File: config.mk
export PLATFORM = sky130hd
export DESIGN_NAME = eac_ctrl
export DESIGN_NICKNAME = d
export VERILOG_FILES = /design/src/pkg/eac_pkg.sv /design/src/design/eac_osc_timer.sv /design/src/design/eac_ctrl.sv
export VERILOG_INCLUDE_DIRS = /design/src /design/src/pkg
export SDC_FILE = /design/constraint.sdc
export NUM_CORES = 1
export LEC_CHECK = 0
export ABC_CLOCK_PERIOD_IN_PS = 9250
export BUFFER_PORTS_ARGS = -buffer_cell sky130_fd_sc_hd__buf_2
export CAP_MARGIN = 15
export CORE_AREA = 3 3 106 77
export DETAILED_ROUTE_END_ITERATION = 12
export DIE_AREA = 0 0 109 80
export GPL_TIMING_DRIVEN = 0
export HOLD_SLACK_MARGIN = 0.1
export MAX_ROUTING_LAYER = met4
export PLACE_DENSITY_LB_ADDON = 0.2
export RECOVER_POWER = 25
export SLEW_MARGIN = 5
export SYNTH_ARGS = -nofsm -noshare
export SYNTH_HDL_FRONTEND = slang
export SYNTH_SLANG_ARGS = --single-unit
File: constraint.sdc
create_clock -name i_clk -period 9.25 [get_ports i_clk]
set_input_delay 2.775 -clock i_clk [delete_from_list [all_inputs] [get_ports i_clk]]
set_output_delay 2.775 -clock i_clk [all_outputs]
set_load 0.05 [all_outputs]
File: src/pkg/eac_params.svh
// Purpose: Constants of the non-volatile byte access controller
// Assumes: I/O offsets as seen by IN/OUT; data space adds the load/store offset
// Notes: Oscillator counts are in calibrated oscillator ticks; arm and stall counts are core clock cycles
`ifndef EAC_PARAMS_SVH
`define EAC_PARAMS_SVH

`define EAC_DATA_SPACE_OFS 8'h20
`define EAC_BIT_IO_LAST 6'h1f
`define EAC_OFS_CONTROL 6'h1f
`define EAC_OFS_DATA 6'h20
`define EAC_OFS_ADDR_LO 6'h21
`define EAC_OFS_ADDR_HI 6'h22

`define EAC_BIT_READ 0
`define EAC_BIT_STROBE 1
`define EAC_BIT_ARM 2
`define EAC_BIT_RIE 3
`define EAC_BIT_MODE_LO 4
`define EAC_BIT_MODE_HI 5

`define EAC_MODE_RESET 2'h0
`define EAC_ARM_CYCLES 3'h4
`define EAC_WRITE_STALL 3'h2
`define EAC_READ_STALL 3'h4

`define EAC_OSC_CYCLES_ATOMIC 26368
`define EAC_OSC_CYCLES_HALF 14060

`endif

File: src/pkg/eac_pkg.sv
// Purpose: Types of the non-volatile byte access controller
// Assumes: Constants live in eac_params.svh
// Notes: None
package eac_pkg;
    typedef enum logic [1:0] {
        EAC_MODE_ERASE_WRITE = 2'b00,
        EAC_MODE_ERASE = 2'b01,
        EAC_MODE_WRITE = 2'b10,
        EAC_MODE_RSVD = 2'b11
    } eac_mode_t;

    typedef enum logic [1:0] {
        EAC_ST_IDLE = 2'b00,
        EAC_ST_PROG = 2'b01
    } eac_state_t;

    typedef struct packed {
        logic req;
        logic wr;
        logic rd;
        logic [7:0] addr;
        logic [7:0] wdata;
        logic [7:0] bit_mask;
    } eac_cpu_req_t;

    typedef struct packed {
        logic wr;
        logic [9:0] addr;
        logic [7:0] data;
        eac_mode_t mode;
    } eac_array_cmd_t;
endpackage

File: src/design/eac_osc_timer.sv
// Purpose: Counts calibrated oscillator ticks for one programming operation
// Assumes: Oscillator tick is a one-cycle pulse synchronous to i_clk
// Notes: Length is loaded at start; done pulses once on expiry
`timescale 1ns/10ps
module eac_osc_timer #(
    parameter int CNT_W = 16
) (
    input wire logic i_clk,
    input wire logic i_srst,
    input wire logic i_start,
    input wire logic [CNT_W-1:0] i_len,
    input wire logic i_tick,
    output logic o_busy,
    output logic o_done
);
    logic [CNT_W-1:0] cnt_reg, cnt_next;
    logic busy_reg, busy_next;
    logic done_reg, done_next;

    always_comb begin
        cnt_next = cnt_reg;
        busy_next = busy_reg;
        done_next = 1'b0;
        if (i_start) begin
            cnt_next = i_len;
            busy_next = 1'b1;
        end else if (busy_reg && i_tick) begin
            if (cnt_reg <= CNT_W'(1)) begin
                busy_next = 1'b0;
                done_next = 1'b1;
                cnt_next = '0;
            end else begin
                cnt_next = cnt_reg - CNT_W'(1);
            end
        end
        // Reset leaves a running count alone so an operation in flight completes;
        // an unknown power-up state falls to the default branch and counts as idle
        if (i_srst) begin
            case (busy_reg)
                1'b1: ;
                default: begin
                    busy_next = 1'b0;
                    cnt_next = '0;
                end
            endcase
        end
    end

    // Done is not reset, so an operation that ends during reset still releases the strobe
    always_ff @(posedge i_clk) begin
        cnt_reg <= cnt_next;
        done_reg <= done_next;
        busy_reg <= busy_next;
    end

    assign o_busy = busy_reg;
    assign o_done = done_reg;
endmodule

File: src/design/eac_ctrl.sv
// Purpose: CPU-facing register file and sequencer for byte-wide EEPROM access
// Assumes: CPU presents one I/O request per cycle; array read data is combinational
// Notes: Stall output holds the CPU; ready interrupt is a level
`timescale 1ns/10ps
`include "eac_params.svh"
module eac_ctrl #(
    parameter int ADDR_W = 10,
    parameter int OSC_CNT_W = 16,
    parameter int OSC_ATOMIC = `EAC_OSC_CYCLES_ATOMIC,
    parameter int OSC_HALF = `EAC_OSC_CYCLES_HALF
) (
    input wire logic i_clk,
    input wire logic i_srst,
    input wire eac_pkg::eac_cpu_req_t i_cpu,
    input wire logic i_cpu_data_space,
    input wire logic i_global_irq_en,
    input wire logic i_self_program_busy,
    input wire logic i_osc_tick,
    input wire logic [7:0] i_array_rdata,
    output logic [7:0] o_cpu_rdata,
    output logic o_cpu_hit,
    output logic o_cpu_stall,
    output logic o_ready_irq,
    output eac_pkg::eac_array_cmd_t o_array_cmd,
    output logic o_array_rd,
    output logic [ADDR_W-1:0] o_array_addr
);
    // Map a CPU address onto the I/O offset; load/store space is shifted
    function automatic logic [6:0] io_index(input logic [7:0] a, input logic ds);
        logic [7:0] t;
        t = ds ? (a - `EAC_DATA_SPACE_OFS) : a;
        // Only the 64-entry I/O window decodes, so extended space never aliases
        if ((ds && a < `EAC_DATA_SPACE_OFS) || t[7:6] != 2'b00) begin
            io_index = 7'h7f;
        end else begin
            io_index = t[6:0];
        end
    endfunction

    // Merge a write: bit instructions change only the masked bits
    function automatic logic [7:0] merge(input logic [7:0] old, input logic [7:0] wd,
                                         input logic [7:0] msk);
        merge = (old & ~msk) | (wd & msk);
    endfunction

    logic [6:0] idx;
    logic sel_ctl, sel_dat, sel_alo, sel_ahi, bit_ok;
    logic [7:0] wmask;
    logic [7:0] ctl_view, ctl_w;
    logic [7:0] ahi_w;

    eac_pkg::eac_mode_t mode_reg, mode_next;
    logic rie_reg, rie_next;
    logic arm_reg, arm_next;
    logic [2:0] arm_cnt_reg, arm_cnt_next;
    logic strobe_reg, strobe_next;
    logic [ADDR_W-1:0] addr_reg, addr_next;
    logic [7:0] data_reg, data_next;
    logic [2:0] stall_reg, stall_next;
    eac_pkg::eac_state_t st_reg, st_next;
    eac_pkg::eac_array_cmd_t cmd_reg, cmd_next;
    logic rd_reg, rd_next;
    logic [7:0] rdata_reg, rdata_next;
    logic hit_reg, hit_next;

    logic tmr_start;
    logic [OSC_CNT_W-1:0] tmr_len;
    logic tmr_busy, tmr_done;
    logic busy;

    assign idx = io_index(i_cpu.addr, i_cpu_data_space);
    assign sel_ctl = i_cpu.req && idx == 7'(`EAC_OFS_CONTROL);
    assign sel_dat = i_cpu.req && idx == 7'(`EAC_OFS_DATA);
    assign sel_alo = i_cpu.req && idx == 7'(`EAC_OFS_ADDR_LO);
    assign sel_ahi = i_cpu.req && idx == 7'(`EAC_OFS_ADDR_HI);
    // Bit masks only apply in the bit-addressable range; elsewhere full byte
    assign bit_ok = i_cpu_data_space ? 1'b0 : (idx <= 7'(`EAC_BIT_IO_LAST));
    assign wmask = bit_ok ? i_cpu.bit_mask : 8'hff;
    assign busy = st_reg == eac_pkg::EAC_ST_PROG;

    assign ctl_view = {2'h0, mode_reg, rie_reg, arm_reg, strobe_reg, 1'b0};
    assign ctl_w = merge(ctl_view, i_cpu.wdata, wmask);
    assign ahi_w = merge(8'(addr_reg[ADDR_W-1:8]), i_cpu.wdata, wmask);

    always_comb begin
        mode_next = mode_reg;
        rie_next = rie_reg;
        arm_next = arm_reg;
        arm_cnt_next = arm_cnt_reg;
        strobe_next = strobe_reg;
        addr_next = addr_reg;
        data_next = data_reg;
        stall_next = (stall_reg != 3'h0) ? stall_reg - 3'h1 : 3'h0;
        st_next = st_reg;
        cmd_next = cmd_reg;
        cmd_next.wr = 1'b0;
        rd_next = 1'b0;
        tmr_start = 1'b0;
        tmr_len = OSC_CNT_W'(OSC_ATOMIC);

        // Arm window counts down and drops itself
        if (arm_reg) begin
            if (arm_cnt_reg <= 3'h1) begin
                arm_next = 1'b0;
                arm_cnt_next = 3'h0;
            end else begin
                arm_cnt_next = arm_cnt_reg - 3'h1;
            end
        end

        if (tmr_done) begin
            strobe_next = 1'b0;
            st_next = eac_pkg::EAC_ST_IDLE;
        end

        if (i_cpu.wr && sel_ctl) begin
            rie_next = ctl_w[`EAC_BIT_RIE];
            if (!strobe_reg) begin
                mode_next = eac_pkg::eac_mode_t'(ctl_w[`EAC_BIT_MODE_HI:`EAC_BIT_MODE_LO]);
            end
            if (ctl_w[`EAC_BIT_ARM] && !ctl_view[`EAC_BIT_ARM]) begin
                arm_next = 1'b1;
                arm_cnt_next = `EAC_ARM_CYCLES;
            end
            // Strobe needs the arm bit as it stands, idle array and idle flash writer
            if (ctl_w[`EAC_BIT_STROBE] && !strobe_reg && arm_reg && !busy
                && !i_self_program_busy) begin
                arm_next = 1'b0;
                arm_cnt_next = 3'h0;
                stall_next = `EAC_WRITE_STALL;
                if (mode_next == eac_pkg::EAC_MODE_RSVD) begin
                    strobe_next = 1'b0;
                end else begin
                    strobe_next = 1'b1;
                    st_next = eac_pkg::EAC_ST_PROG;
                    tmr_start = 1'b1;
                    tmr_len = (mode_next == eac_pkg::EAC_MODE_ERASE_WRITE) ?
                              OSC_CNT_W'(OSC_ATOMIC) : OSC_CNT_W'(OSC_HALF);
                    cmd_next.wr = 1'b1;
                    cmd_next.addr = addr_reg;
                    cmd_next.data = data_reg;
                    cmd_next.mode = mode_next;
                end
            end
            if (ctl_w[`EAC_BIT_READ] && !busy) begin
                data_next = i_array_rdata;
                rd_next = 1'b1;
                stall_next = `EAC_READ_STALL;
            end
        end

        if (i_cpu.wr && sel_dat) begin
            data_next = merge(data_reg, i_cpu.wdata, wmask);
        end
        if (i_cpu.wr && sel_alo && !busy) begin
            addr_next[7:0] = merge(addr_reg[7:0], i_cpu.wdata, wmask);
        end
        if (i_cpu.wr && sel_ahi && !busy) begin
            addr_next[ADDR_W-1:8] = ahi_w[ADDR_W-9:0];
        end

        if (i_srst) begin
            rie_next = 1'b0;
            arm_next = 1'b0;
            arm_cnt_next = 3'h0;
            stall_next = 3'h0;
            rd_next = 1'b0;
            cmd_next.wr = 1'b0;
            if (!tmr_busy || tmr_done) begin
                mode_next = eac_pkg::eac_mode_t'(`EAC_MODE_RESET);
                strobe_next = 1'b0;
                st_next = eac_pkg::EAC_ST_IDLE;
            end
        end
    end

    always_comb begin
        hit_next = sel_ctl || sel_dat || sel_alo || sel_ahi;
        rdata_next = 8'h00;
        if (sel_ctl) begin
            rdata_next = ctl_view;
        end else if (sel_dat) begin
            rdata_next = data_reg;
        end else if (sel_alo) begin
            rdata_next = addr_reg[7:0];
        end else if (sel_ahi) begin
            rdata_next = {6'h0, addr_reg[ADDR_W-1:8]};
        end
    end

    // Address and data have no reset value by design; software must load them
    always_ff @(posedge i_clk) begin
        mode_reg <= mode_next;
        rie_reg <= rie_next;
        arm_reg <= arm_next;
        arm_cnt_reg <= arm_cnt_next;
        strobe_reg <= strobe_next;
        addr_reg <= addr_next;
        data_reg <= data_next;
        stall_reg <= stall_next;
        st_reg <= st_next;
        cmd_reg <= cmd_next;
        rd_reg <= rd_next;
        rdata_reg <= i_srst ? 8'h00 : rdata_next;
        hit_reg <= i_srst ? 1'b0 : hit_next;
    end

    eac_osc_timer #(
        .CNT_W(OSC_CNT_W)
    ) u_timer (
        .i_clk(i_clk),
        .i_srst(i_srst),
        .i_start(tmr_start),
        .i_len(tmr_len),
        .i_tick(i_osc_tick),
        .o_busy(tmr_busy),
        .o_done(tmr_done)
    );

    always_comb begin
        case (st_reg)
            eac_pkg::EAC_ST_IDLE: o_ready_irq = rie_reg && i_global_irq_en && !strobe_reg
                                                && !i_self_program_busy;
            eac_pkg::EAC_ST_PROG: o_ready_irq = 1'b0;
            default: o_ready_irq = 1'b0;
        endcase
    end

    assign o_cpu_stall = stall_reg != 3'h0;
    assign o_cpu_rdata = rdata_reg;
    assign o_cpu_hit = hit_reg;
    assign o_array_cmd = cmd_reg;
    assign o_array_rd = rd_reg;
    assign o_array_addr = addr_reg;
endmodule

=== Word-level counts from Yosys, hierarchy flattened ===
Index checks and enable logic that the tools add are counted.

* Flip-flop bits (word level): 80
* Input port bits: 41
* Output and inout port bits: 43
* Word-level logic and storage cells: 154

* $add $sub $neg: 4
* $lt $le $gt $ge: 4
* Eq/ne operators: 6
* Multiplexer cells: 62
* Bitwise gates (word level): 14
* Reduce and logical (&&, ||, !) cells: 43

{| class="wikitable"
|+ Operators with widths
! kind !! number
|-
| $mux W16 || 5
|-
| $mux W15 || 4
|-
| $mux W8 || 7
|-
| $mux W3 || 9
|-
| $and A8 B8 Y8 || 3
|-
| $mux W2 || 12
|-
| $mux W1 || 22
|-
| $eq A7 B6 Y1 const B || 3
|-
| $logic_and A1 B1 Y1 || 21
|-
| $mux W21 || 1
|-
| $le A16 B1 Y1 const B || 1
|-
| $or A8 B8 Y8 || 2
|-
| $sub A16 B1 Y16 const B || 1
|-
| $lt A8 B6 Y1 const B || 1
|-
| $not A8 Y8 || 1
|-
| $sub A8 B6 Y8 const B || 1
|-
| $eq A7 B5 Y1 const B || 1
|-
| $le A7 B5 Y1 const B || 1
|-
| $mux W7 || 1
|-
| $and A6 B6 Y6 || 1
|-
| $mux W6 || 1
|-
| $or A6 B6 Y6 || 1
|-
| $reduce_bool A2 Y1 || 3
|-
| $reduce_or A2 Y1 || 3
|-
| 14 further kinds || 27
|}

=== Logic depth before layout (Yosys ltp) ===
* Depth in word-level cells: 21
* Depth in mapped cells: 12
* Depth with buffers taken out: 11

=== By module ===
From an unflattened synthesis, not the netlist that was laid out.

* Cells, all modules: 360
* Area, all modules: 3,813.7 sq um

{| class="wikitable"
|+ By module, submodules not included
! module !! times used !! cells each !! area an instance (sq um)
|-
| eac_ctrl || 1 || 238 || 2,802.7
|-
| eac_osc_timer || 1 || 122 || 1,011.0
|}

=== Worst setup path before layout ===
Ideal clock, no wire load.

* Path type: input port to output port
* Start point: input i_self_program_busy
* End point: output o_ready_irq
* Data arrival time: 4.537 ns
* Slack: 1.938 ns
* Stages: 2
* Path buffers: 0
* Cells stage by stage: nor2_1 > nor4b_1

* Word-level cells in the longest chain between the ends: 3

{| class="wikitable"
|+ Ends and longest elaborated chain
! item !! line !! source
|-
| start: declaration || eac_ctrl.sv:17 || <nowiki>input wire logic i_self_program_busy,</nowiki>
|-
| $logic_not A1 Y1 || eac_ctrl.sv:223 || <nowiki>&& !i_self_program_busy;</nowiki>
|-
| $logic_and A1 B1 Y1 || eac_ctrl.sv:223 ||
|-
| $mux W1 || eac_ctrl.sv:221 || <nowiki>case (st_reg)</nowiki>
|-
| end: declaration || eac_ctrl.sv:23 || <nowiki>output logic o_ready_irq,</nowiki>
|}

Every way passes these cells.

=== Worst setup path in the final report ===
Ends and elaborated chain as after synthesis.

==> impl_summary.md <==
Layout
After routing the design area is 4330 um^2. Leaving out fill and tap cells, the most frequent cell in the layout is sky130_fd_sc_hd__buf_2. The area growth from synthesis to layout is 20.4%. The final layout contains 472 nets. The top cell types in the final layout, fill and taps aside, are sky130_fd_sc_hd__buf_2, sky130_fd_sc_hd__dfxtp_1, sky130_fd_sc_hd__edfxtp_1.

Of the cells placed in the final design, the portion with a size suffix greater than 1 is 0.230. 0 antenna diodes ended up in the layout. The post-route non-filler standard cell count is 529.

Floorplanning
The die is 80 um tall. 84 I/O pins were placed. In this run the core area contains 26 standard-cell rows.

The initial core utilization is 0.496. The overall die width is 109 um. The core area is 7250 um^2. The die covers 8720 um^2.

Routing
The per-cell via count in the routed design is 5.46. The number of vias after detailed routing is 2888. Before antenna repair, the detailed router went through 4 iterations.

Dividing the detail-routed wire length by the instance count gives 16.7 um. After detailed routing, the number of remaining DRC violations is 0. The count of nets left with antenna violations after detail routing is 0. The post-detailed-routing wire length is 8850 um.

The first routing iteration left 153 violations.

Synthesis
The commonest register cell after synthesis is sky130_fd_sc_hd__dfxtp_1. Counting flops and latches in the post-synthesis netlist gives 80. The gate count after technology mapping is 334. Of the synthesized area, sequential elements account for 0.551. The count of distinct cell types in the synthesized netlist is 55. The combined area of all synthesized cells is 3600 um^2.

Averaged over all synthesized cells, the footprint is 10.8 um^2. During synthesis, Yosys emitted a total of 0 warnings. Counting every net in the synthesized netlist gives 380. The share of async-settable or async-resettable flops after synthesis is 0. The number of flops mapped to enable cells by yosys is 38.

GRT
met1 is the most crowded layer. In the global route stage, met3 resource usage came out at 0.0412. The total congestion overflow is 0. The global-route track usage on met1 is 0.303.

In the global route stage, overall resource usage came out at 0.209. The pin count of the biggest net entering global routing is 28. The via count of the first global-routing pass is 2657. The number of antenna violations at the first check in global routing is 0. The first global-routing pass estimated 13600 um of wire. The met2 usage is 0.300.

Flow run
Max-cap violations in this run came to 0.

Setup path
The arrival time of the worst setup path is 3760 ps. The critical path contains buffers and inverters numbering 2 combined. Traced cell by cell, the critical path runs through buf_2, nor2_1, nor4b_1, buf_2. For this run, the slowest stage of the critical path takes 370 ps. By startpoint and endpoint, the worst setup path is classified as input port to output pin. Counting buffers and inverters, the worst setup path is 4 cells deep. Broken down by cell family, the worst path's largest delay share belongs to simple AND/OR/NAND/NOR gates. The worst register-to-register path has a setup slack of 6440 ps. The largest driver fanout on the critical path is 3. At the worst endpoint, the required time is 6480 ps. In this design, the critical path's most frequently occurring cell is sky130_fd_sc_hd__buf_2. For the worst flop-to-flop path, the logic depth is 8. For this design, the slowest cell found on the critical path is sky130_fd_sc_hd__nor4b_1. The worst setup path is launched from an input port. The sort of element at the end of the critical path is an output pin.

Timing
For the pin with the worst max-slew slack, the measured transition is 996 ps. Derived from the worst setup path, the maximum achievable clock frequency is 153 MHz. The final critical-path required period is 6540 ps.

The total of endpoints with negative setup slack in the final report is 0. For the final routed database, the setup TNS stands at 0 ps. The worst clock skew on the final layout is 8.01 ps. Setup repair after global routing left no endpoint under its margin.

In this run the tightest slew margin relative to its limit is 0.332. The number of failing hold endpoints at the final stage was 0. Of the available clock period, the critical path in the final layout requires 0.707. Once routing completed, OpenROAD measured the worst setup slack at 2710 ps. The number of pins exceeding their max-slew limit in the final report is 0.

Placed design
The placed instance area is 4130 um^2. At the placement stage, the worst setup path has a slack of 2700 ps. The routability congestion estimate from global placement is 0.867. In this run the tool buffered the top-level ports with 81 buffer cells. Detailed placement ended at an HPWL of 6510 um. The post-placement cell count is 513.

Power and ir drop
The total power after layout is 0.694 mW. The standby leakage power is 1.84 nW. The worst supply voltage drop on vdd is 0.0774 mV.

The ratio of total power to cell area is 160 nW/um^2.

Clocking
The clock insertion delay at the later pin of the skew report is 350 ps. Post-CTS repair changed the size of 0 cells. The number of post-CTS setup repair buffers is 0. Clock tree synthesis selected as its root buffer the cell sky130_fd_sc_hd__clkbuf_8.

TritonCTS built the clock tree. The post-cts hold buffer count is 0. Counting along the longest clock path gives a buffer depth of 2. The post-CTS clock slew at the launch and capture registers of the worst setup and hold paths is 80 ps. TritonCTS created 9 clock buffers. The clock sink total is 80.

The number of H-tree branching levels is 3.

Run status
The flow ran to the end, and the final reports show no timing, DRC or antenna violations.

Min path
Counting instances, the worst hold path has a depth of 0. The path class of the lowest-slack min-delay path is flip-flop to flip-flop.
==> final cells by class <==
type	instances	area, um^2
Buffer	14	62.6
Clock buffer	11	153
Clock inverter	5	77.6
Fill cell	643	2920
Inverter	20	75.1
Multi-Input combinational cell	220	1480
Sequential cell	80	1980
Tap cell	98	123
Timing Repair Buffer	81	383
==> Yosys cell counts, types with 9 or more instances <==
library cell                n  area [um^2]
sky130_fd_sc_hd__nor4_1    11         68.8
sky130_fd_sc_hd__xor2_1    11         96.3
sky130_fd_sc_hd__nand2_1   27          101
sky130_fd_sc_hd__nor2_1    26         97.6
sky130_fd_sc_hd__inv_1     19         71.3
sky130_fd_sc_hd__o21ai_0   15         75.1
sky130_fd_sc_hd__dfxtp_1   42          841
sky130_fd_sc_hd__nand3_1    9         45.0
sky130_fd_sc_hd__edfxtp_1  38         1140
sky130_fd_sc_hd__and4_1     9         78.8
sky130_fd_sc_hd__a21oi_1   18         90.1
sky130_fd_sc_hd__mux2i_1   15          150
==> final timing paths <==
kind / startpoint / endpoint
worst max register to register: strobe_reg / u_timer.cnt_reg[10]
worst min register to register: flip-flop / o_array_cmd[9]
worst max-delay path: i_self_program_busy / o_ready_irq
worst min-delay path: flip-flop / o_array_cmd[9]
==> routing by layer <==
metal	vias up	wire length (um)
li1	1412	-
met1	1379	4440
met2	87	3830
met3	10	500
met4	0	82
met5	-	0
==> metrics by stage <==
| step | hold WS, ps | util |
|---|---|---|
| after global placement | 431 | 0.569 |
| final | 451 | 0.597 |
| after detailed placement | 439 | 0.569 |
| after CTS | 456 | 0.601 |
| after floorplan | 422 | - |
| after global routing | 467 | 0.597 |
==> power by group <==
| part | switching, mW | internal [mW] |
|---|---|---|
| Sequential | 0.0000787 | 0.368 |
| Clock | 0.124 | 0.168 |
| Combinational | 0.0210 | 0.0127 |
| Total | 0.145 | 0.549 |
==> cell families (layout without fill, tap and decap cells) <==
family / after synthesis / count (layout) / share of synthesized area
fa+ha+maj: 5 / 5 / 0.0174
mux: 20 / 20 / 0.0574
flops: 80 / 80 / 0.551
compound gates: 61 / 61 / 0.108
simple gates: 119 / 119 / 0.191
xor+xnor: 15 / 15 / 0.0365
buf+inv: 34 / 131 / 0.0382
==> worst register-to-register path, cell delays in order, from the launching register on <==
cell	delay [ps]
sky130_fd_sc_hd__dfxtp_1	390
sky130_fd_sc_hd__o21bai_1	200
sky130_fd_sc_hd__mux2_2	280
sky130_fd_sc_hd__ha_1	170
sky130_fd_sc_hd__nor3_1	60
sky130_fd_sc_hd__o2111ai_1	100
sky130_fd_sc_hd__clkinv_1	830
sky130_fd_sc_hd__nand2_1	500
sky130_fd_sc_hd__o21ai_0	140
(Power assumes the default switching activity.)
